`src/hdl/clkpm_defines.svh`:
```
// constants for the clock prescaler and sleep manager
// assumes a 200 MHz master clock and a byte-wide register port
`ifndef CLKPM_DEFINES_SVH
`define CLKPM_DEFINES_SVH

// ----------------------------------------------------------------
// register offsets
// ----------------------------------------------------------------
`define ADDR_PRESCALE 8'h00
`define ADDR_SLEEP 8'h01
`define ADDR_CORE 8'h02
`define ADDR_STATUS 8'h03

// ----------------------------------------------------------------
// field positions and reset values
// ----------------------------------------------------------------
`define PCE_BIT 7
`define BROWNOUT_SLEEP_DISABLE_BIT 6
`define BODSE_BIT 5
`define SE_BIT 0
`define PCE_KEY 8'h80
`define BROWNOUT_SLEEP_DISABLE_KEY 8'h60
`define PS_RESET_DIV1 4'h0
`define PS_RESET_DIV8 4'h3
`define PS_MAX 4'h8

// ----------------------------------------------------------------
// timing
// ----------------------------------------------------------------
`define PCE_WINDOW 3'd4
`define BODSE_WINDOW 3'd4
`define HALT_CYCLES 16'd4
`define STANDBY_WAKE_CYCLES 16'd6
`define CLK_FREQ_MHZ 200
`define BOD_WAKE_US 60

`endif

```
`src/hdl/clkpm_pkg.sv`:
```
// types shared by the clock prescaler and sleep manager
// assumes clkpm_defines.svh for all numeric constants
package clkpm_pkg;

	// ------------------------------------------------------------
	// sleep modes and manager states
	// ------------------------------------------------------------
	typedef enum logic [2:0] {
		MODE_IDLE = 3'b000,
		MODE_ADC_QUIET = 3'b001,
		MODE_POWER_DOWN = 3'b010,
		MODE_POWER_SAVE = 3'b011,
		MODE_RSVD4 = 3'b100,
		MODE_RSVD5 = 3'b101,
		MODE_STANDBY = 3'b110,
		MODE_EXT_STANDBY = 3'b111
	} sleep_mode_e;

	typedef enum logic [1:0] {
		PM_ACTIVE = 2'b00,
		PM_SLEEP = 2'b01,
		PM_WAKE = 2'b10
	} pm_state_e;

	// ------------------------------------------------------------
	// wake sources and clock domain enables
	// ------------------------------------------------------------
	typedef struct packed {
		logic extLevel;
		logic extEdge;
		logic pinChange;
		logic twiMatch;
		logic timer2;
		logic memReady;
		logic adcDone;
		logic watchdog;
		logic otherIo;
	} wake_src_s;

	typedef struct packed {
		logic cpu;
		logic flash;
		logic io;
		logic adc;
		logic async;
	} clk_domains_s;

	typedef struct packed {
		logic pce;
		logic [2:0] pceCnt;
		logic [3:0] ps;
		logic sleepArm;
		sleep_mode_e sleepMode;
		logic brownout_sleep_disable;
		logic bodse;
		logic [2:0] bodseCnt;
		pm_state_e pmState;
		sleep_mode_e curMode;
		logic bodsOff;
		logic [15:0] wakeCnt;
		logic [7:0] rdData;
		logic adcStart;
	} pm_regs_s;

endpackage : clkpm_pkg

```
`src/hdl/pulse_divider.sv`:
```
// power-of-two divider giving a one-cycle enable pulse
// assumes shift changes only through the owner's register path
`include "clkpm_defines.svh"

module pulse_divider
	import clkpm_pkg::*;
#(
	parameter int WIDTH = 8
) (
	input wire logic clk,
	input wire logic srst,
	input wire logic [3:0] shift,
	input wire logic [3:0] initShift,
	output logic tick
);

	typedef struct packed {
		logic [WIDTH-1:0] cnt;
		logic [3:0] activeShift;
	} div_s;

	div_s st_reg;
	div_s st_next;
	logic [WIDTH-1:0] limit;

	// ------------------------------------------------------------
	// counter; a new shift is taken only at a period boundary
	// ------------------------------------------------------------
	always_comb begin
		limit = WIDTH'((1 << st_reg.activeShift) - 1);
		tick = (st_reg.cnt == limit);
		st_next = st_reg;
		if (tick) begin
			st_next.cnt = '0;
			// reserved codes clamp to the largest division
			st_next.activeShift = (shift > `PS_MAX) ? `PS_MAX : shift;
		end else begin
			st_next.cnt = st_reg.cnt + 1'b1;
		end
	end

	always_ff @(posedge clk) begin
		if (srst) begin
			st_reg.cnt <= '0;
			st_reg.activeShift <= initShift;
		end else begin
			st_reg <= st_next;
		end
	end
endmodule : pulse_divider

```
`src/hdl/clock_prescaler_sleep_manager.sv`:
```
// system clock prescaler and sleep mode manager
// assumes the core issues a one-cycle sleep pulse and register strobes
//
// Overview of operation
// - prescaler select changes only after the change enable bit is set
// - change enable updates only when all other bits are written zero
// - change enable self-clears after four divided ticks or on a select write
// - rewriting change enable in its window neither extends nor clears it
// - select field divides by two to the power of its value, up to 256
// - reset loads select 0011 with divide-by-eight fuse, else 0000
// - after reset any select value is accepted via the sequence
// - one divided tick clocks CPU and every synchronous peripheral
// - sleep entered only with sleep arm set and a sleep instruction
// - interrupt wake holds CPU four cycles beyond start-up, then resumes
// - reset during sleep wakes the device to the reset vector
// - sleep entry and exit leave register file and SRAM untouched
// - brownout sleep disable bit turns detector off in deep modes
// - detector off right after sleep entry, back on at wake-up
// - wake-up stretched to about 60 us when detector was off
// - brownout sleep disable written only through a timed enable sequence
// - idle stops only CPU and flash clocks, everything else runs
// - ADC quiet mode stops I/O, CPU, flash; ADC auto-starts there and idle
// - ADC quiet mode wakes only on its listed sources
// - power-down stops oscillator and clocks; wakes on async sources only
// - power-down wake waits the fuse-defined start-up delay
// - power-save is power-down plus running timer 2 and its wake-up
// - standby modes keep oscillator running and wake in six cycles
// - prescaler switches glitch-free with no faster intermediate rate
`include "clkpm_defines.svh"

module clock_prescaler_sleep_manager
	import clkpm_pkg::*;
#(
	parameter int BOD_WAKE_CYCLES = `BOD_WAKE_US * `CLK_FREQ_MHZ
) (
	input wire logic clk,
	input wire logic srst,
	input wire logic [7:0] regAddr,
	input wire logic [7:0] regWdata,
	input wire logic regWrite,
	input wire logic regRead,
	output logic [7:0] regRdata,
	input wire logic initialDivideByEightFuse,
	input wire logic [15:0] startupCycles,
	input wire logic sleepInstr,
	input wire logic adcEnabled,
	input wire wake_src_s wakeSrc,
	output logic cpuClkEn,
	output logic flashClkEn,
	output logic ioClkEn,
	output logic adcClkEn,
	output logic asyncClkEn,
	output logic oscEnable,
	output logic brownoutDetectorEnable,
	output logic cpuHold,
	output logic adcAutoStart,
	output logic [1:0] pmStateOut
);

	pm_regs_s st_reg;
	pm_regs_s st_next;
	logic sysTick;
	logic [3:0] initPs;
	logic wrPrescale;
	logic wrSleep;
	logic wrCore;
	logic wakeHit;
	logic deepMode;
	logic [31:0] baseDelay;
	logic [31:0] wakeTotal;
	clk_domains_s dom;

	// ------------------------------------------------------------
	// wake source masks per sleep mode
	// ------------------------------------------------------------
	function automatic wake_src_s wake_mask(sleep_mode_e m);
		wake_src_s w;
		w = '0;
		case (m)
			MODE_ADC_QUIET: begin
				w = '1;
				w.otherIo = 1'b0;
				w.extEdge = 1'b0;
			end
			MODE_POWER_DOWN, MODE_STANDBY: begin
				w.extLevel = 1'b1;
				w.extEdge = 1'b1;
				w.pinChange = 1'b1;
				w.twiMatch = 1'b1;
				w.watchdog = 1'b1;
			end
			MODE_POWER_SAVE, MODE_EXT_STANDBY: begin
				w.extLevel = 1'b1;
				w.extEdge = 1'b1;
				w.pinChange = 1'b1;
				w.twiMatch = 1'b1;
				w.watchdog = 1'b1;
				w.timer2 = 1'b1;
			end
			default: begin
				w = '1;
			end
		endcase
		return w;
	endfunction : wake_mask

	function automatic logic is_deep(sleep_mode_e m);
		return (m == MODE_POWER_DOWN) || (m == MODE_POWER_SAVE) ||
			(m == MODE_STANDBY) || (m == MODE_EXT_STANDBY);
	endfunction : is_deep

	// ------------------------------------------------------------
	// divider
	// ------------------------------------------------------------
	assign initPs = initialDivideByEightFuse ? `PS_RESET_DIV8 :
		`PS_RESET_DIV1;

	pulse_divider #(
		.WIDTH(8)
	) u_div (
		.clk(clk),
		.srst(srst),
		.shift(st_reg.ps),
		.initShift(initPs),
		.tick(sysTick)
	);

	// ------------------------------------------------------------
	// decode and wake timing
	// ------------------------------------------------------------
	assign wrPrescale = regWrite && (regAddr == `ADDR_PRESCALE);
	assign wrSleep = regWrite && (regAddr == `ADDR_SLEEP);
	assign wrCore = regWrite && (regAddr == `ADDR_CORE);
	assign wakeHit = |(wakeSrc & wake_mask(st_reg.curMode));
	assign deepMode = is_deep(st_reg.curMode);

	always_comb begin
		baseDelay = 32'd0;
		if (st_reg.curMode == MODE_POWER_DOWN ||
			st_reg.curMode == MODE_POWER_SAVE) begin
			baseDelay = {16'h0000, startupCycles};
		end else if (st_reg.curMode == MODE_STANDBY ||
			st_reg.curMode == MODE_EXT_STANDBY) begin
			baseDelay = {16'h0000, `STANDBY_WAKE_CYCLES};
		end
		wakeTotal = baseDelay + {16'h0000, `HALT_CYCLES};
		if (st_reg.bodsOff && wakeTotal < 32'(BOD_WAKE_CYCLES)) begin
			wakeTotal = 32'(BOD_WAKE_CYCLES);
		end
	end

	// ------------------------------------------------------------
	// next state
	// ------------------------------------------------------------
	always_comb begin
		st_next = st_reg;
		st_next.rdData = 8'h00;
		st_next.adcStart = 1'b0;
		// change enable window counts divided ticks
		if (st_reg.pce && sysTick) begin
			st_next.pceCnt = st_reg.pceCnt + 3'd1;
			if (st_reg.pceCnt == `PCE_WINDOW - 3'd1) begin
				st_next.pce = 1'b0;
			end
		end
		if (st_reg.bodse && sysTick) begin
			st_next.bodseCnt = st_reg.bodseCnt + 3'd1;
			if (st_reg.bodseCnt == `BODSE_WINDOW - 3'd1) begin
				st_next.bodse = 1'b0;
			end
		end
		if (wrPrescale) begin
			if (regWdata == `PCE_KEY) begin
				if (!st_reg.pce) begin
					st_next.pce = 1'b1;
					st_next.pceCnt = 3'd0;
				end else begin
					st_next.pce = st_next.pce;
				end
			end else if (!regWdata[`PCE_BIT] && st_reg.pce) begin
				st_next.ps = regWdata[3:0];
				st_next.pce = 1'b0;
			end
		end
		if (wrSleep) begin
			st_next.sleepArm = regWdata[`SE_BIT];
			st_next.sleepMode = sleep_mode_e'(regWdata[3:1]);
		end
		if (wrCore) begin
			if (regWdata[`BROWNOUT_SLEEP_DISABLE_BIT] && regWdata[`BODSE_BIT]) begin
				st_next.bodse = 1'b1;
				st_next.bodseCnt = 3'd0;
			end else if (st_reg.bodse && !regWdata[`BODSE_BIT]) begin
				st_next.brownout_sleep_disable = regWdata[`BROWNOUT_SLEEP_DISABLE_BIT];
				st_next.bodse = 1'b0;
			end
		end
		if (regRead) begin
			case (regAddr)
				`ADDR_PRESCALE: st_next.rdData = {st_reg.pce, 3'b000, st_reg.ps};
				`ADDR_SLEEP: st_next.rdData = {4'h0, st_reg.sleepMode,
					st_reg.sleepArm};
				`ADDR_CORE: st_next.rdData = {1'b0, st_reg.brownout_sleep_disable,
					st_reg.bodse, 5'h00};
				`ADDR_STATUS: st_next.rdData = {1'b0, st_reg.curMode,
					st_reg.bodsOff, 1'b0, st_reg.pmState};
				default: st_next.rdData = 8'h00;
			endcase
		end
		// working registers and SRAM are outside and never touched
		case (st_reg.pmState)
			PM_ACTIVE: begin
				if (sleepInstr && st_reg.sleepArm) begin
					st_next.pmState = PM_SLEEP;
					st_next.curMode = st_reg.sleepMode;
					st_next.bodsOff = st_reg.brownout_sleep_disable &&
						is_deep(st_reg.sleepMode);
					st_next.adcStart = adcEnabled &&
						(st_reg.sleepMode == MODE_IDLE ||
						st_reg.sleepMode == MODE_ADC_QUIET);
				end
			end
			PM_SLEEP: begin
				if (wakeHit) begin
					st_next.pmState = PM_WAKE;
					st_next.wakeCnt = 16'(wakeTotal - 32'd1);
				end
			end
			PM_WAKE: begin
				if (st_reg.wakeCnt == 16'd0) begin
					st_next.pmState = PM_ACTIVE;
					st_next.bodsOff = 1'b0;
				end else begin
					st_next.wakeCnt = st_reg.wakeCnt - 16'd1;
				end
			end
			default: begin
				st_next.pmState = PM_ACTIVE;
			end
		endcase
	end

	always_ff @(posedge clk) begin
		if (srst) begin
			st_reg <= '0;
			st_reg.ps <= initPs;
			st_reg.sleepMode <= MODE_IDLE;
			st_reg.curMode <= MODE_IDLE;
			st_reg.pmState <= PM_ACTIVE;
		end else begin
			st_reg <= st_next;
		end
	end

	// ------------------------------------------------------------
	// clock domains and outputs
	// ------------------------------------------------------------
	always_comb begin
		dom = '1;
		if (st_reg.pmState != PM_ACTIVE) begin
			dom.cpu = 1'b0;
			dom.flash = 1'b0;
			case (st_reg.curMode)
				MODE_ADC_QUIET: begin
					dom.io = 1'b0;
				end
				MODE_POWER_DOWN, MODE_STANDBY: begin
					dom = '0;
				end
				MODE_POWER_SAVE, MODE_EXT_STANDBY: begin
					dom.io = 1'b0;
					dom.adc = 1'b0;
				end
				default: begin
					dom.io = 1'b1;
				end
			endcase
		end
	end

	assign cpuClkEn = sysTick && dom.cpu;
	assign flashClkEn = sysTick && dom.flash;
	assign ioClkEn = sysTick && dom.io;
	assign adcClkEn = sysTick && dom.adc;
	assign asyncClkEn = sysTick && dom.async;
	assign oscEnable = (st_reg.pmState != PM_SLEEP) ||
		!(st_reg.curMode == MODE_POWER_DOWN ||
		st_reg.curMode == MODE_POWER_SAVE);
	assign brownoutDetectorEnable = !(st_reg.pmState == PM_SLEEP &&
		st_reg.bodsOff);
	assign cpuHold = (st_reg.pmState != PM_ACTIVE);
	assign adcAutoStart = st_reg.adcStart;
	assign regRdata = st_reg.rdData;
	assign pmStateOut = st_reg.pmState;
endmodule : clock_prescaler_sleep_manager

```
`config.mk`:
```
export PLATFORM = sky130hd
export DESIGN_NAME = clock_prescaler_sleep_manager
export DESIGN_NICKNAME = d
export VERILOG_FILES = /design/src/hdl/clkpm_pkg.sv /design/src/hdl/pulse_divider.sv /design/src/hdl/clock_prescaler_sleep_manager.sv
export VERILOG_INCLUDE_DIRS = /design/src /design/src/hdl
export SDC_FILE = /design/constraint.sdc
export NUM_CORES = 1
export LEC_CHECK = 0
export BUFFER_PORTS_ARGS = -buffer_cell sky130_fd_sc_hd__buf_2
export CORE_MARGIN = 2
export CORE_UTILIZATION = 45
export DETAILED_ROUTE_END_ITERATION = 8
export PLACE_DENSITY = 0.66
export SLEW_MARGIN = 10
export SYNTH_ARGS = -nofsm -noshare
export SYNTH_HDL_FRONTEND = slang
export SYNTH_SLANG_ARGS = --single-unit
```
`constraint.sdc`:
```
create_clock -name clk -period 6.4 [get_ports clk]
set_clock_uncertainty 0.1 [all_clocks]
set_input_delay 1.28 -clock clk [delete_from_list [all_inputs] [get_ports clk]]
set_output_delay 1.28 -clock clk [all_outputs]
set_load 0.05 [all_outputs]
```
## After elaboration in Yosys (flattened, before gate mapping)

Index checks and enable logic that the tools add are counted.

| storage, ports and cells | value |
|---|---|
| register bits after elaboration | 60 |
| output and inout port bits | 19 |
| word-level logic and storage cells | 154 |

| cells by class | value |
|---|---|
| add/sub/neg operators | 7 |
| $lt $le $gt $ge | 2 |
| eq/ne operators | 25 |
| shifts and indexed selects | 1 |
| muxes and demuxes | 46 |
| bitwise operators | 5 |
| reduce and logical (&&, ||, !) cells | 52 |

Operators with widths:

| cell | number |
|---|---|
| two-way mux 16 bit | 4 |
| two-way mux 44 bit | 1 |
| two-way mux 4 bit | 8 |
| case mux 16 bit (2 select lines) | 1 |
| case mux 8 bit (4 select lines) | 1 |
| subtractor 16 x 1 -> 16 bit, second input constant | 2 |
| equality test 3 x 2 -> 1 bit, second input constant | 6 |
| logical AND 1 bit | 18 |
| two-way mux 3 bit | 6 |
| adder 16 x 3 -> 17 bit, second input constant | 1 |
| < comparator 17 x 14 -> 1 bit, second input constant | 1 |
| equality test 8 x 2 -> 1 bit, second input constant | 2 |
| zero test 16 bit | 1 |
| two-way mux 8 bit | 2 |
| AND reduction 3 bit | 5 |
| two-way mux 1 bit | 13 |
| equality test 3 bit, second input constant | 4 |
| nonzero test 2 bit | 6 |
| two-way mux 2 bit | 5 |
| two-way mux 5 bit | 2 |
| != test 2 bit, second input constant | 5 |
| AND 9 bit | 1 |
| OR reduction 9 bit | 1 |
| adder 8 x 1 -> 8 bit, second input constant | 1 |
| 25 further kinds | 41 |

## Depth between registers and ports, before layout

Gate-level depths: netlist of the first run.

| logic depth | value |
|---|---|
| depth after elaboration | 12 |
| gate-level depth with buffers | 21 |
| mapped depth without buffers | 17 |

## Hierarchy

From an unflattened synthesis of the first run, not the netlist that was laid out.

| unflattened totals | value |
|---|---|
| cell total of the unflattened synthesis | 560 |
| area, all modules | 4,508.1 µm² |

Modules (own cells, without submodules):

| module | instances | cells each | area an instance (µm²) |
|---|---|---|---|
| clock_prescaler_sleep_manager | 1 | 472 | 3,637.2 |
| pulse_divider | 1 | 88 | 870.8 |

## Worst setup path after synthesis of the first run

No wires, ideal clock.

| timing path | value |
|---|---|
| path type | reg-to-output |
| from | reg u_div.st_reg[3] (netlist name) |
| to | out flashClkEn |
| arrival | 3.980 ns |
| required time | 5.020 ns |
| slack | 1.040 ns |
| stages on the path, launching flop included | 10 |
| buffers on the path | 2 |
| cells stage by stage | edfxtp_1 > clkbuf_1 > or4b_2 > ha_1 > nor3_1 > a21oi_1 > o21ai_0 > xor2_1 > nor4_1 > buf_4 |

| between the ends | value |
|---|---|
| longest elaborated chain between the ends | 4 |

RTL lines:

| item | RTL line | source |
|---|---|---|
| start: declaration | pulse_divider.sv:22 | `div_s st_reg;` |
| start signal: assignment | pulse_divider.sv:47 | `st_reg <= st_next;` |
| left shift 1 x 4 -> 8 bit | pulse_divider.sv:30 | `limit = WIDTH'((1 << st_reg.activeShift) - 1);` |
| subtractor 8 x 2 -> 8 bit | pulse_divider.sv:30 |  |
| equality test 8 bit | pulse_divider.sv:31 | `tick = (st_reg.cnt == limit);` |
| logical AND 1 bit | clock_prescaler_sleep_manager.sv:282 | `assign flashClkEn = sysTick && dom.flash;` |
| end: declaration | clock_prescaler_sleep_manager.sv:49 | `output logic flashClkEn,` |

No other way between the ends.

## Final worst setup path of the first run

| timing path | value |
|---|---|
| from | in startupCycles[2] |
| to | reg st_reg[21] (netlist name) |

| between the ends | value |
|---|---|
| longest elaborated chain between the ends | 8 |

RTL lines:

| item | RTL line | source |
|---|---|---|
| start: declaration | clock_prescaler_sleep_manager.sv:44 | `input wire logic [15:0] startupCycles,` |
| two-way mux 16 bit * | clock_prescaler_sleep_manager.sv:139 | `if (st_reg.curMode == MODE_POWER_DOWN \|\|` |
| adder 16 x 3 -> 17 bit * | clock_prescaler_sleep_manager.sv:146 | `` wakeTotal = baseDelay + {16'h0000, `HALT_CYCLES}; `` |
| < comparator 17 x 14 -> 1 bit | clock_prescaler_sleep_manager.sv:147 | `if (st_reg.bodsOff && wakeTotal < 32'(BOD_WAKE_CYCLES)) begin` |
| logical AND 1 bit | clock_prescaler_sleep_manager.sv:147 |  |
| two-way mux 16 bit * | clock_prescaler_sleep_manager.sv:147 |  |
| subtractor 16 x 1 -> 16 bit * | clock_prescaler_sleep_manager.sv:226 | `st_next.wakeCnt = 16'(wakeTotal - 32'd1);` |
| two-way mux 16 bit * | clock_prescaler_sleep_manager.sv:224 | `if (wakeHit) begin` |
| case mux 16 bit (2 select lines) * | clock_prescaler_sleep_manager.sv:211 | `case (st_reg.pmState)` |
| end signal: assignment | clock_prescaler_sleep_manager.sv:251 | `st_reg <= st_next;` |
| end: declaration | clock_prescaler_sleep_manager.sv:60 | `pm_regs_s st_reg;` |

Every way passes the cells marked *; elsewhere a longest branch is shown, timed or not. The select of a mux whose other input is x is not followed.
A chain may end at the register's enable or synchronous reset.

==> results of run 1 <==
metal layers:
metal	vias up	routed length, µm
met4	0	169
met1	1901	4960
li1	2036	-
met5	-	0
met2	111	5220
met3	17	441
cells by family (layout without fill, tap and decap cells):
family,after synthesis,after routing,synth area share [%]
and+or+nand+nor,238,238,29.3
DFF,60,60,30.8
buffers and inverters,49,98,5.66
AOI/OAI and AO/OA,135,135,23.4
xor gates and xnor gates,20,20,4.21
muxes,16,16,4.24
adders and majority gates,8,8,2.41
placed cells by master, fill, tap and decap left out, types with 4 or more instances in the layout:
| master | count |
|---|---|
| nor2_1 | 67 |
| buf_2 | 66 |
| dfxtp_1 | 52 |
| nand2_1 | 51 |
| a21oi_1 | 26 |
| o21ai_0 | 19 |
| nand3_1 | 18 |
| nor3_1 | 15 |
| nor4_1 | 14 |
| mux2i_1 | 12 |
| xor2_1 | 11 |
| inv_1 | 11 |
| a31oi_1 | 10 |
| and2_1 | 9 |
| nand2b_1 | 9 |
| xnor2_1 | 9 |
| clkbuf_8 | 9 |
| nor2b_1 | 8 |
| ha_1 | 8 |
| edfxtp_1 | 8 |
| nand4_1 | 7 |
| and3_1 | 7 |
| o31ai_1 | 7 |
| a311oi_1 | 7 |
| a211oi_1 | 6 |
| a22o_1 | 6 |
| o21a_1 | 5 |
| o211ai_1 | 5 |
| a31o_2 | 5 |
| or4_1 | 5 |
| buf_4 | 5 |
| nand3b_1 | 4 |
| o22ai_1 | 4 |
through the flow:
step,setup WS [ns],hold slack [ns],instances,area [µm²]
3_3_place_gp,0.722,0.345,670,4480
4_1_cts,0.901,0.364,686,4680
2_1_floorplan,1.04,0.333,526,4160
5_1_grt,0.393,0.401,686,4680
3_5_place_dp,0.550,0.349,670,4480
6_report,0.817,0.361,686,4680
worst max-delay path: cells and delay by family:
| kind | cells | cell delay, ns |
|---|---|---|
| simple gates | 4 | 1.11 |
| compound gates | 10 | 2.66 |
| buf+inv | 1 | 0.13 |
| fa+ha+maj | 2 | 0.54 |
where the power goes:
part           leakage [nW]  switching, W  internal, W
registers             0.498    0.00000712     0.000387
logic                  1.18     0.0000372    0.0000276
clock network        0.0958      0.000164     0.000181
path summary, 6_finish.rpt:
| check | startpoint | to | slack, ns | depth (start not counted) |
|---|---|---|---|---|
| worst min register to register | st_reg[32] | st_reg[32] | 0.36 | 2 |
| worst max-delay path | startupCycles[2] | st_reg[21] | 0.82 | 17 |
| worst min-delay path | st_reg[32] | st_reg[32] | 0.36 | 2 |
| worst max register to register | st_reg[27] | st_reg[21] | 1.13 | 17 |
layout make-up:
class                           count  area, µm²
Multi-Input combinational cell    417       2650
Clock inverter                      7       76.3
Timing Repair Buffer               71        368
Clock buffer                        9        124
Sequential cell                    60       1280
Fill cell                         900       4430
Inverter                           11       41.3
Tap cell                          111        139
==> impl_metrics.yaml, run 1 <==
clock_network:
  cts.clk_slew.worst_paths_ns: 0.07
  cts_setup_buffers: 0
  cts-hold-fix-buffers: 0
  cts-root-buf: "clkbuf_8"
  cts.repair.resized: 0
  clock-sinks: 60
  clk_latency_ns: 0.34
  clk_path_buf_depth: 2
  cts_made_buffers: 9
  cts_tree: "yes"
  htreeDepth: 3
sta:
  slew_viol_final: 0
  setup_viol: 0
  rsz0062_at_grt: "no"
  fin_crit_ns: 5.58
  finalCritPeriodShare_pct: 87.2
  fmax_mhz: 179
  finalHoldViolations: 0
  max_slew_margin_pct: 28.8
  fin_tns_setup_ns: 0
  worst_pin_slew_ns: 1.06
power:
  p_leak_nw: 1.77
  power_density_nw_per_um2: 172
  ir_drop_mv: 0.112
  p_total_w: 0.000804
placed_design:
  dpl.hpwl_um: 8080
  place.gp.congestion: 0.958
  portBuffers: 66
detailed_routing:
  ant_nets: 0
  vias: 4065
  drt-wirelength-per-cell_um: 15.7
  first_pass_iters: 5
  viasPerCell: 5.93
  drt-initial-drc-count: 168
  post-route-drc-count: 0
  drt-total-wl_um: 10800
global_routing:
  use_met2_pct: 36.2
  grtUsageMet3_pct: 3.41
  grt_pass1_vias: 3673
  antenna_found_initial: 0
  grt_max_degree: 47
  grt_usage_pct: 21.9
  grt_pass1_wl_um: 17800
  grt.overflow.total: 0
  top_usage_layer: "met2"
  use_met1_pct: 29.2
die:
  die_h_um: 100
  coreArea_um2: 9110
  rows: 35
  initial_core_util_pct: 45.6
  dieArea_um2: 10000
  fp.dieW_um: 100
  boundaryPins: 67
synthesis:
  yosysMostFrequentCell: "nor2_1"
  ys_async_sr_fraction_pct: 0
  postSynthAreaPerCell_um2: 7.90
  synthCells: 526
  ys_ff_latch: 60
  yosys.area.top_type: "dfxtp_1"
  synth-edff-count: 8
  synth_cell_types: 72
  synth_top_area_share_pct: 25.0
  synthTopCellsByArea: "dfxtp_1 (25%), nor2_1 (6.0%), edfxtp_1 (5.8%)"
  syn_nets: 582
  ys_seq_area_share_pct: 30.8
  netlist_area_um2: 4160
  synth_commonest_cells: "nor2_1 (67), dfxtp_1 (52), nand2_1 (51)"
  yosysWarnings: 0
  synth_flop_cell: "dfxtp_1"
critical_path:
  worstPathRequired_ns: 6.54
  path_max_fanout: 13
  cpPeakStageDelay_ns: 0.54
  crit_path_start_kind: "input pin"
  cp.arrival_ns: 5.73
  path_cells: "buf_2 > o21a_1 > ha_1 > nand3_2 > o21a_1 > o21ai_0 > a2111o_1 > a31o_2 > nor2_1 > a21oi_1 > ha_1 > nor2b_1 > o21ai_0 > a31oi_4 > o211ai_4 > or4_1 > a311oi_1"
  endpoint_kind: "flip-flop"
  cp_slowest_cell: "or4_1"
  path_class: "input pin to flip-flop"
worst_hold_path:
  worstHoldPathType: "flip-flop to flip-flop"
cells_and_area:
  layout.nets: 626
  flow.area_growth_from_synthesis_pct: 12.5
  fin_util_pct: 51.3
  antenna_cells: 0
  drive_above_1_share_pct: 18.4
  largest_register_ffs: 37
run:
  max_cap_violations: 0
run_status:
  status: "complete, no violations"
Power figures use the tool's default switching activity.
==> run 2, diff against run 1 <==
--- a/config.mk
+++ b/config.mk
@@ -7,10 +7,9 @@
 export NUM_CORES = 1
 export LEC_CHECK = 0
 export BUFFER_PORTS_ARGS = -buffer_cell sky130_fd_sc_hd__buf_2
-export CORE_MARGIN = 2
 export CORE_UTILIZATION = 45
 export DETAILED_ROUTE_END_ITERATION = 8
-export PLACE_DENSITY = 0.66
+export PLACE_DENSITY = 0.68
 export SLEW_MARGIN = 10
 export SYNTH_ARGS = -nofsm -noshare
 export SYNTH_HDL_FRONTEND = slang
==> constraint.sdc (replaced) <==
create_clock -name clk -period 4.6 [get_ports clk]
set_clock_uncertainty 0.1 [all_clocks]
set_input_delay 0.92 -clock clk [delete_from_list [all_inputs] [get_ports clk]]
set_output_delay 0.92 -clock clk [all_outputs]
set_load 0.05 [all_outputs]
==> run 2 against run 1 <==
The run now ends with DRC left. Via count is 5.6% higher. First-iteration DRC count up 98%. Combinational power rose by 44%. Final cell count rose by 2.3%. Cell area is 4.4% higher. Global-route usage grew 3.3 points. Die area is 4.0% lower. Clock power increased by 63%. Critical path depth shrank 7. Power rose by 50%. Flip-flop and latch count did not move. Wire length is 7.4% higher. Critical endpoint is now ioClkEn. Highest routed layer unchanged.
==> impl_metrics.yaml, run 2 (synthesized netlist as in run 1, its figures left out) <==
clock_network:
  clk_latency_ns: 0.35
  cts-root-buf: "clkbuf_8"
  cts.clk_slew.worst_paths_ns: 0.07
  cts_made_buffers: 9
  htreeDepth: 3
  cts_tree: "yes"
  clock-sinks: 60
  clk_path_buf_depth: 2
  cts-hold-fix-buffers: 0
sta:
  worst_pin_slew_ns: 0.848
  setup_viol: 0
  fin_crit_ns: 4.25
  rsz0062_at_grt: "no"
  slew_viol_final: 0
  finalHoldViolations: 0
  fin_ws_ns: 0.351
  max_slew_margin_pct: 43.4
  finalCritPeriodShare_pct: 92.4
  fmax_mhz: 235
global_routing:
  antenna_found_initial: 0
  grt_usage_pct: 25.2
  grt_pass1_vias: 3971
  grt_pass1_wl_um: 19500
  grt.overflow.total: 0
  grt_max_degree: 47
detailed_routing:
  drt-initial-drc-count: 332
  drt-wirelength-per-cell_um: 16.5
  ant_nets: 0
  first_pass_iters: 7
  viasPerCell: 6.11
  post-route-drc-count: 6
  drt-total-wl_um: 11600
  vias: 4291
die:
  initial_core_util_pct: 47.0
  boundaryPins: 67
  dieArea_um2: 9630
  fp.dieW_um: 98.1
  die_h_um: 98.1
  coreArea_um2: 8850
  rows: 34
cells_and_area:
  antenna_cells: 0
  multi_input_area_um2: 2680
  layout.nets: 645
  largest_register_ffs: 37
  layout_common_cells: "nor2_1 (66), buf_2 (66), dfxtp_1 (52)"
  fin_util_pct: 55.2
  flow.area_growth_from_synthesis_pct: 17.5
  ff_latch_area_um2: 1280
  fillers: 856
  drive_above_1_share_pct: 21.9
run_status:
  status: "finished with violations"
  violations: "DRC"
critical_path:
  worstPathRequired_ns: 3.58
  worstRegToRegCells: 16
  cp_slowest_cell: "or4b_2"
  path_max_fanout: 12
  endpoint_kind: "primary output"
  crit_top_cell: "nor3_1"
  path_cells: "or4b_2 > ha_1 > nor3_1 > a21oi_1 > o21ai_0 > xor2_1 > nor3_1 > buf_4 > o21a_1 > buf_2"
  cpPeakStageDelay_ns: 0.71
  cp.arrival_ns: 3.23
  path_class: "flip-flop to primary output"
  crit_path_start_kind: "flip-flop"
placed_design:
  dp_slack_ns: -0.00134
  portBuffers: 66
  place.gp.congestion: 0.971
  dpl.hpwl_um: 8780
run:
  max_cap_violations: 0
power:
  power_density_nw_per_um2: 247
  p_leak_nw: 1.89
  ir_drop_mv: 0.149
worst_hold_path:
  holdPathStages: 2
  worstHoldPathType: "flip-flop to flip-flop"
-- run 2: cell count changes in the layout (fill, tap and decap cells not counted), sizes merged --
| cell | delta |
|---|---|
| buf | +19 |
| bufinv | +1 |
| clkbuf | +4 |
| clkinv | -2 |
| clkinvlp | -2 |
| inv | -1 |
-- run 2: report_power, final --
group / switching [W] / internal, W
clock network: 0.000214 / 0.000351
registers: 0.00000970 / 0.000539
logic: 0.0000537 / 0.0000395
total: 0.000277 / 0.000929
-- run 2: final cells by class --
type                       count  share of cell area, %
clock buffer                  13                   3.46
clock inverter                 3                   1.41
sequential                    60                   26.2
tap                          108                   2.77
inverter                      11                  0.845
multi-input combinational    417                   54.8
timing repair buffer          90                   10.5
-- run 2: final timing paths --
kind                         from         end  slack [ns]
hold reg to reg        st_reg[32]  st_reg[32]        0.36
setup reg to reg       st_reg[28]  st_reg[21]        0.43
setup / recovery  u_div.st_reg[3]     ioClkEn        0.35
hold / removal         st_reg[32]  st_reg[32]        0.36
-- run 2: metrics by stage --
stage	std cells	area, µm²	power [W]	hold slack, ns	TNS, ns
after floorplan	526	4190	0.000610	0.333	0
after global placement	686	4640	0.000650	0.342	0
after detailed placement	686	4640	0.000653	0.359	-0.00134
after CTS	702	4880	0.00121	0.369	0
after global routing	702	4880	0.00125	0.385	0
final	702	4880	0.00121	0.365	0
-- run 2: per-layer routing --
metal,track usage (%),wire [µm],vias to the layer above
met3,5.37,951,9
met1,35.6,5430,2010
li1,-,-,2077
met5,0,0,-
met4,7.93,64,0
met2,38.3,5140,195
-- run 2: critical path: cells and delay by family, from the launching register on --
kind / cells / cell delay [ns]
xor+xnor: 1 / 0.15
simple gates: 3 / 1.06
buf+inv: 2 / 0.46
flops: 1 / 0.54
fa+ha+maj: 1 / 0.25
compound gates: 3 / 0.43
-- run 2: timing repair --
action	CTS	global route
endpoints found under the setup margin	0	2
buffers inserted	0	0
resized for setup	0	1
==> run 3, diff against run 2 <==
--- a/config.mk
+++ b/config.mk
@@ -7,9 +7,9 @@
 export NUM_CORES = 1
 export LEC_CHECK = 0
 export BUFFER_PORTS_ARGS = -buffer_cell sky130_fd_sc_hd__buf_2
-export CORE_UTILIZATION = 45
+export CORE_UTILIZATION = 40
 export DETAILED_ROUTE_END_ITERATION = 8
-export PLACE_DENSITY = 0.68
+export PLACE_DENSITY = 0.58
 export SLEW_MARGIN = 10
 export SYNTH_ARGS = -nofsm -noshare
 export SYNTH_HDL_FRONTEND = slang
==> constraint.sdc (replaced) <==
create_clock -name clk -period 4.68 [get_ports clk]
set_clock_uncertainty 0.1 [all_clocks]
set_input_delay 0.936 -clock clk [delete_from_list [all_inputs] [get_ports clk]]
set_output_delay 0.936 -clock clk [all_outputs]
set_load 0.05 [all_outputs]
==> run 3 against run 2 <==
The run now ends clean. Worst setup slack got worse by 0.014 ns. Core utilization decreased by 6.4 points. Global-route usage decreased by 3.0 points. Wire length increased by 2.0%. Sequential power decreased by 2%. Clock power decreased by 5.7%. Critical endpoint is now st_reg[23]. Highest routed layer unchanged.
==> impl_metrics.yaml, run 3 (synthesized netlist as in run 1, its figures left out) <==
run_status:
  status: "complete, no violations"
sta:
  finalHoldViolations: 0
  max_slew_margin_pct: 43.5
  setup_viol: 0
  slew_viol_final: 0
  fmax_mhz: 230
  fin_tns_setup_ns: 0
  rsz0062_at_grt: "no"
  fin_crit_ns: 4.34
  worst_pin_slew_ns: 0.848
  finalCritPeriodShare_pct: 92.8
detailed_routing:
  drt-initial-drc-count: 225
  vias: 4145
  post-route-drc-count: 0
  viasPerCell: 5.76
  first_pass_iters: 4
  ant_nets: 0
  drt-total-wl_um: 11800
  drt-wirelength-per-cell_um: 16.4
clock_network:
  clk_path_buf_depth: 2
  cts-root-buf: "clkbuf_8"
  htreeDepth: 3
  clk_latency_ns: 0.34
  cts_made_buffers: 9
  clock-sinks: 60
  cts.clk_slew.worst_paths_ns: 0.07
  cts-hold-fix-buffers: 0
  cts_tree: "yes"
die:
  rows: 36
  initial_core_util_pct: 42.0
  coreArea_um2: 9910
  dieArea_um2: 10800
  fp.dieW_um: 104
  boundaryPins: 67
  die_h_um: 104
critical_path:
  endpoint_kind: "flip-flop"
  worstPathRequired_ns: 4.82
  r2r-end: "st_reg[23]"
  crit_end: "st_reg[23]"
  crit_path_start_kind: "input pin"
  cpPeakStageDelay_ns: 0.52
  path_max_fanout: 7
  crit_buf_inv: 2
  r2r-start: "st_reg[28]"
  crit_family: "compound AO/OA/AOI/OAI gates"
  worstRegToRegCells: 17
  path_depth: 18
  cp.arrival_ns: 4.48
  ff2ff_setup_slack_ns: 0.40
  cp_slowest_cell: "or4_1"
  path_class: "input pin to flip-flop"
  crit_top_cell: "o21a_1"
  path_cells: "buf_2 > o21a_1 > ha_2 > nand3_2 > buf_4 > o21a_1 > o21ai_1 > a2111o_1 > a31o_2 > nor2_1 > a21oi_1 > ha_1 > nor2b_2 > o21ai_0 > a31oi_4 > o211ai_4 > or4_1 > a311oi_1"
  crit_path_start: "startupCycles[2]"
power:
  power_density_nw_per_um2: 241
  ir_drop_mv: 0.156
  p_leak_nw: 1.84
  p_total_w: 0.00116
cells_and_area:
  largest_register_ffs: 37
  flow.area_growth_from_synthesis_pct: 16.3
  fillers: 1003
  layout_common_cells: "nor2_1 (67), buf_2 (66), dfxtp_1 (52)"
  layout.nets: 637
  antenna_cells: 0
  drive_above_1_share_pct: 20.8
  multi_input_area_um2: 2670
  ff_latch_area_um2: 1280
  final_common_cell: "nor2_1"
global_routing:
  grt_max_degree: 47
  grt_pass1_wl_um: 19400
  grt_usage_pct: 22.2
  grt_pass1_vias: 3934
  antenna_found_initial: 0
  grt.overflow.total: 0
worst_hold_path:
  worstHoldPathType: "flip-flop to flip-flop"
  holdPathStages: 2
run:
  max_cap_violations: 0
placed_design:
  place.gp.congestion: 0.904
  dpl.hpwl_um: 8940
  portBuffers: 66
-- run 3: layout make-up --
cell class / count / area share [%]
Inverter: 11 / 0.854
Timing Repair Buffer: 82 / 9.32
Tap cell: 133 / 3.44
Clock inverter: 6 / 1.79
Multi-Input combinational cell: 417 / 55.2
Clock buffer: 10 / 2.85
Sequential cell: 60 / 26.5
-- run 3: tightest hold or removal path, stage by stage (launching register included) --
cell and delay, ns:
dfxtp_1 0.31, nand2_1 0.05, a21oi_1 0.05
-- run 3: layer usage --
layer	share of wire, %	track usage, %
met5	0	0
met2	50	39.3
met4	2.0	6.33
met3	4.2	4.45
met1	44	27.2
-- run 3: power by group --
part	internal, W	total, W	leakage, nW	switching (W)
Sequential	0.000529	0.000539	0.498	0.0000101
Combinational	0.0000380	0.0000916	1.23	0.0000536
Clock	0.000314	0.000532	0.113	0.000218
Total	0.000881	0.00116	1.84	0.000281
-- run 3: repair_timing --
action	in CTS	in global routing
gates resized for setup	0	1
endpoints found under the setup margin	0	3
setup buffers	0	0
-- run 3: worst min-delay path by stage --
stage / end / slack [ns] / from
6_report: st_reg[32] / 0.36 / st_reg[32]
5_1_grt: st_reg[45] / 0.38 / st_reg[45]
4_1_cts: st_reg[32] / 0.36 / st_reg[32]
2_1_floorplan: st_reg[32] / 0.33 / st_reg[32]
3_5_place_dp: st_reg[32] / 0.35 / st_reg[32]
3_3_place_gp: st_reg[32] / 0.35 / st_reg[32]
-- run 3: per-stage QoR --
| step | hold WS [ns] | cell area [µm²] | std cells | util, % | setup slack [ns] |
|---|---|---|---|---|---|
| 3_3_place_gp | 0.348 | 4600 | 703 | 46.5 | 0.221 |
| 2_1_floorplan | 0.333 | 4180 | 526 | - | 0.0324 |
| 4_1_cts | 0.359 | 4830 | 719 | 48.7 | 0.248 |
| 5_1_grt | 0.379 | 4830 | 719 | 48.8 | 0.0506 |
| 3_5_place_dp | 0.349 | 4600 | 703 | 46.5 | 0.0532 |
| 6_report | 0.357 | 4830 | 719 | 48.8 | 0.337 |
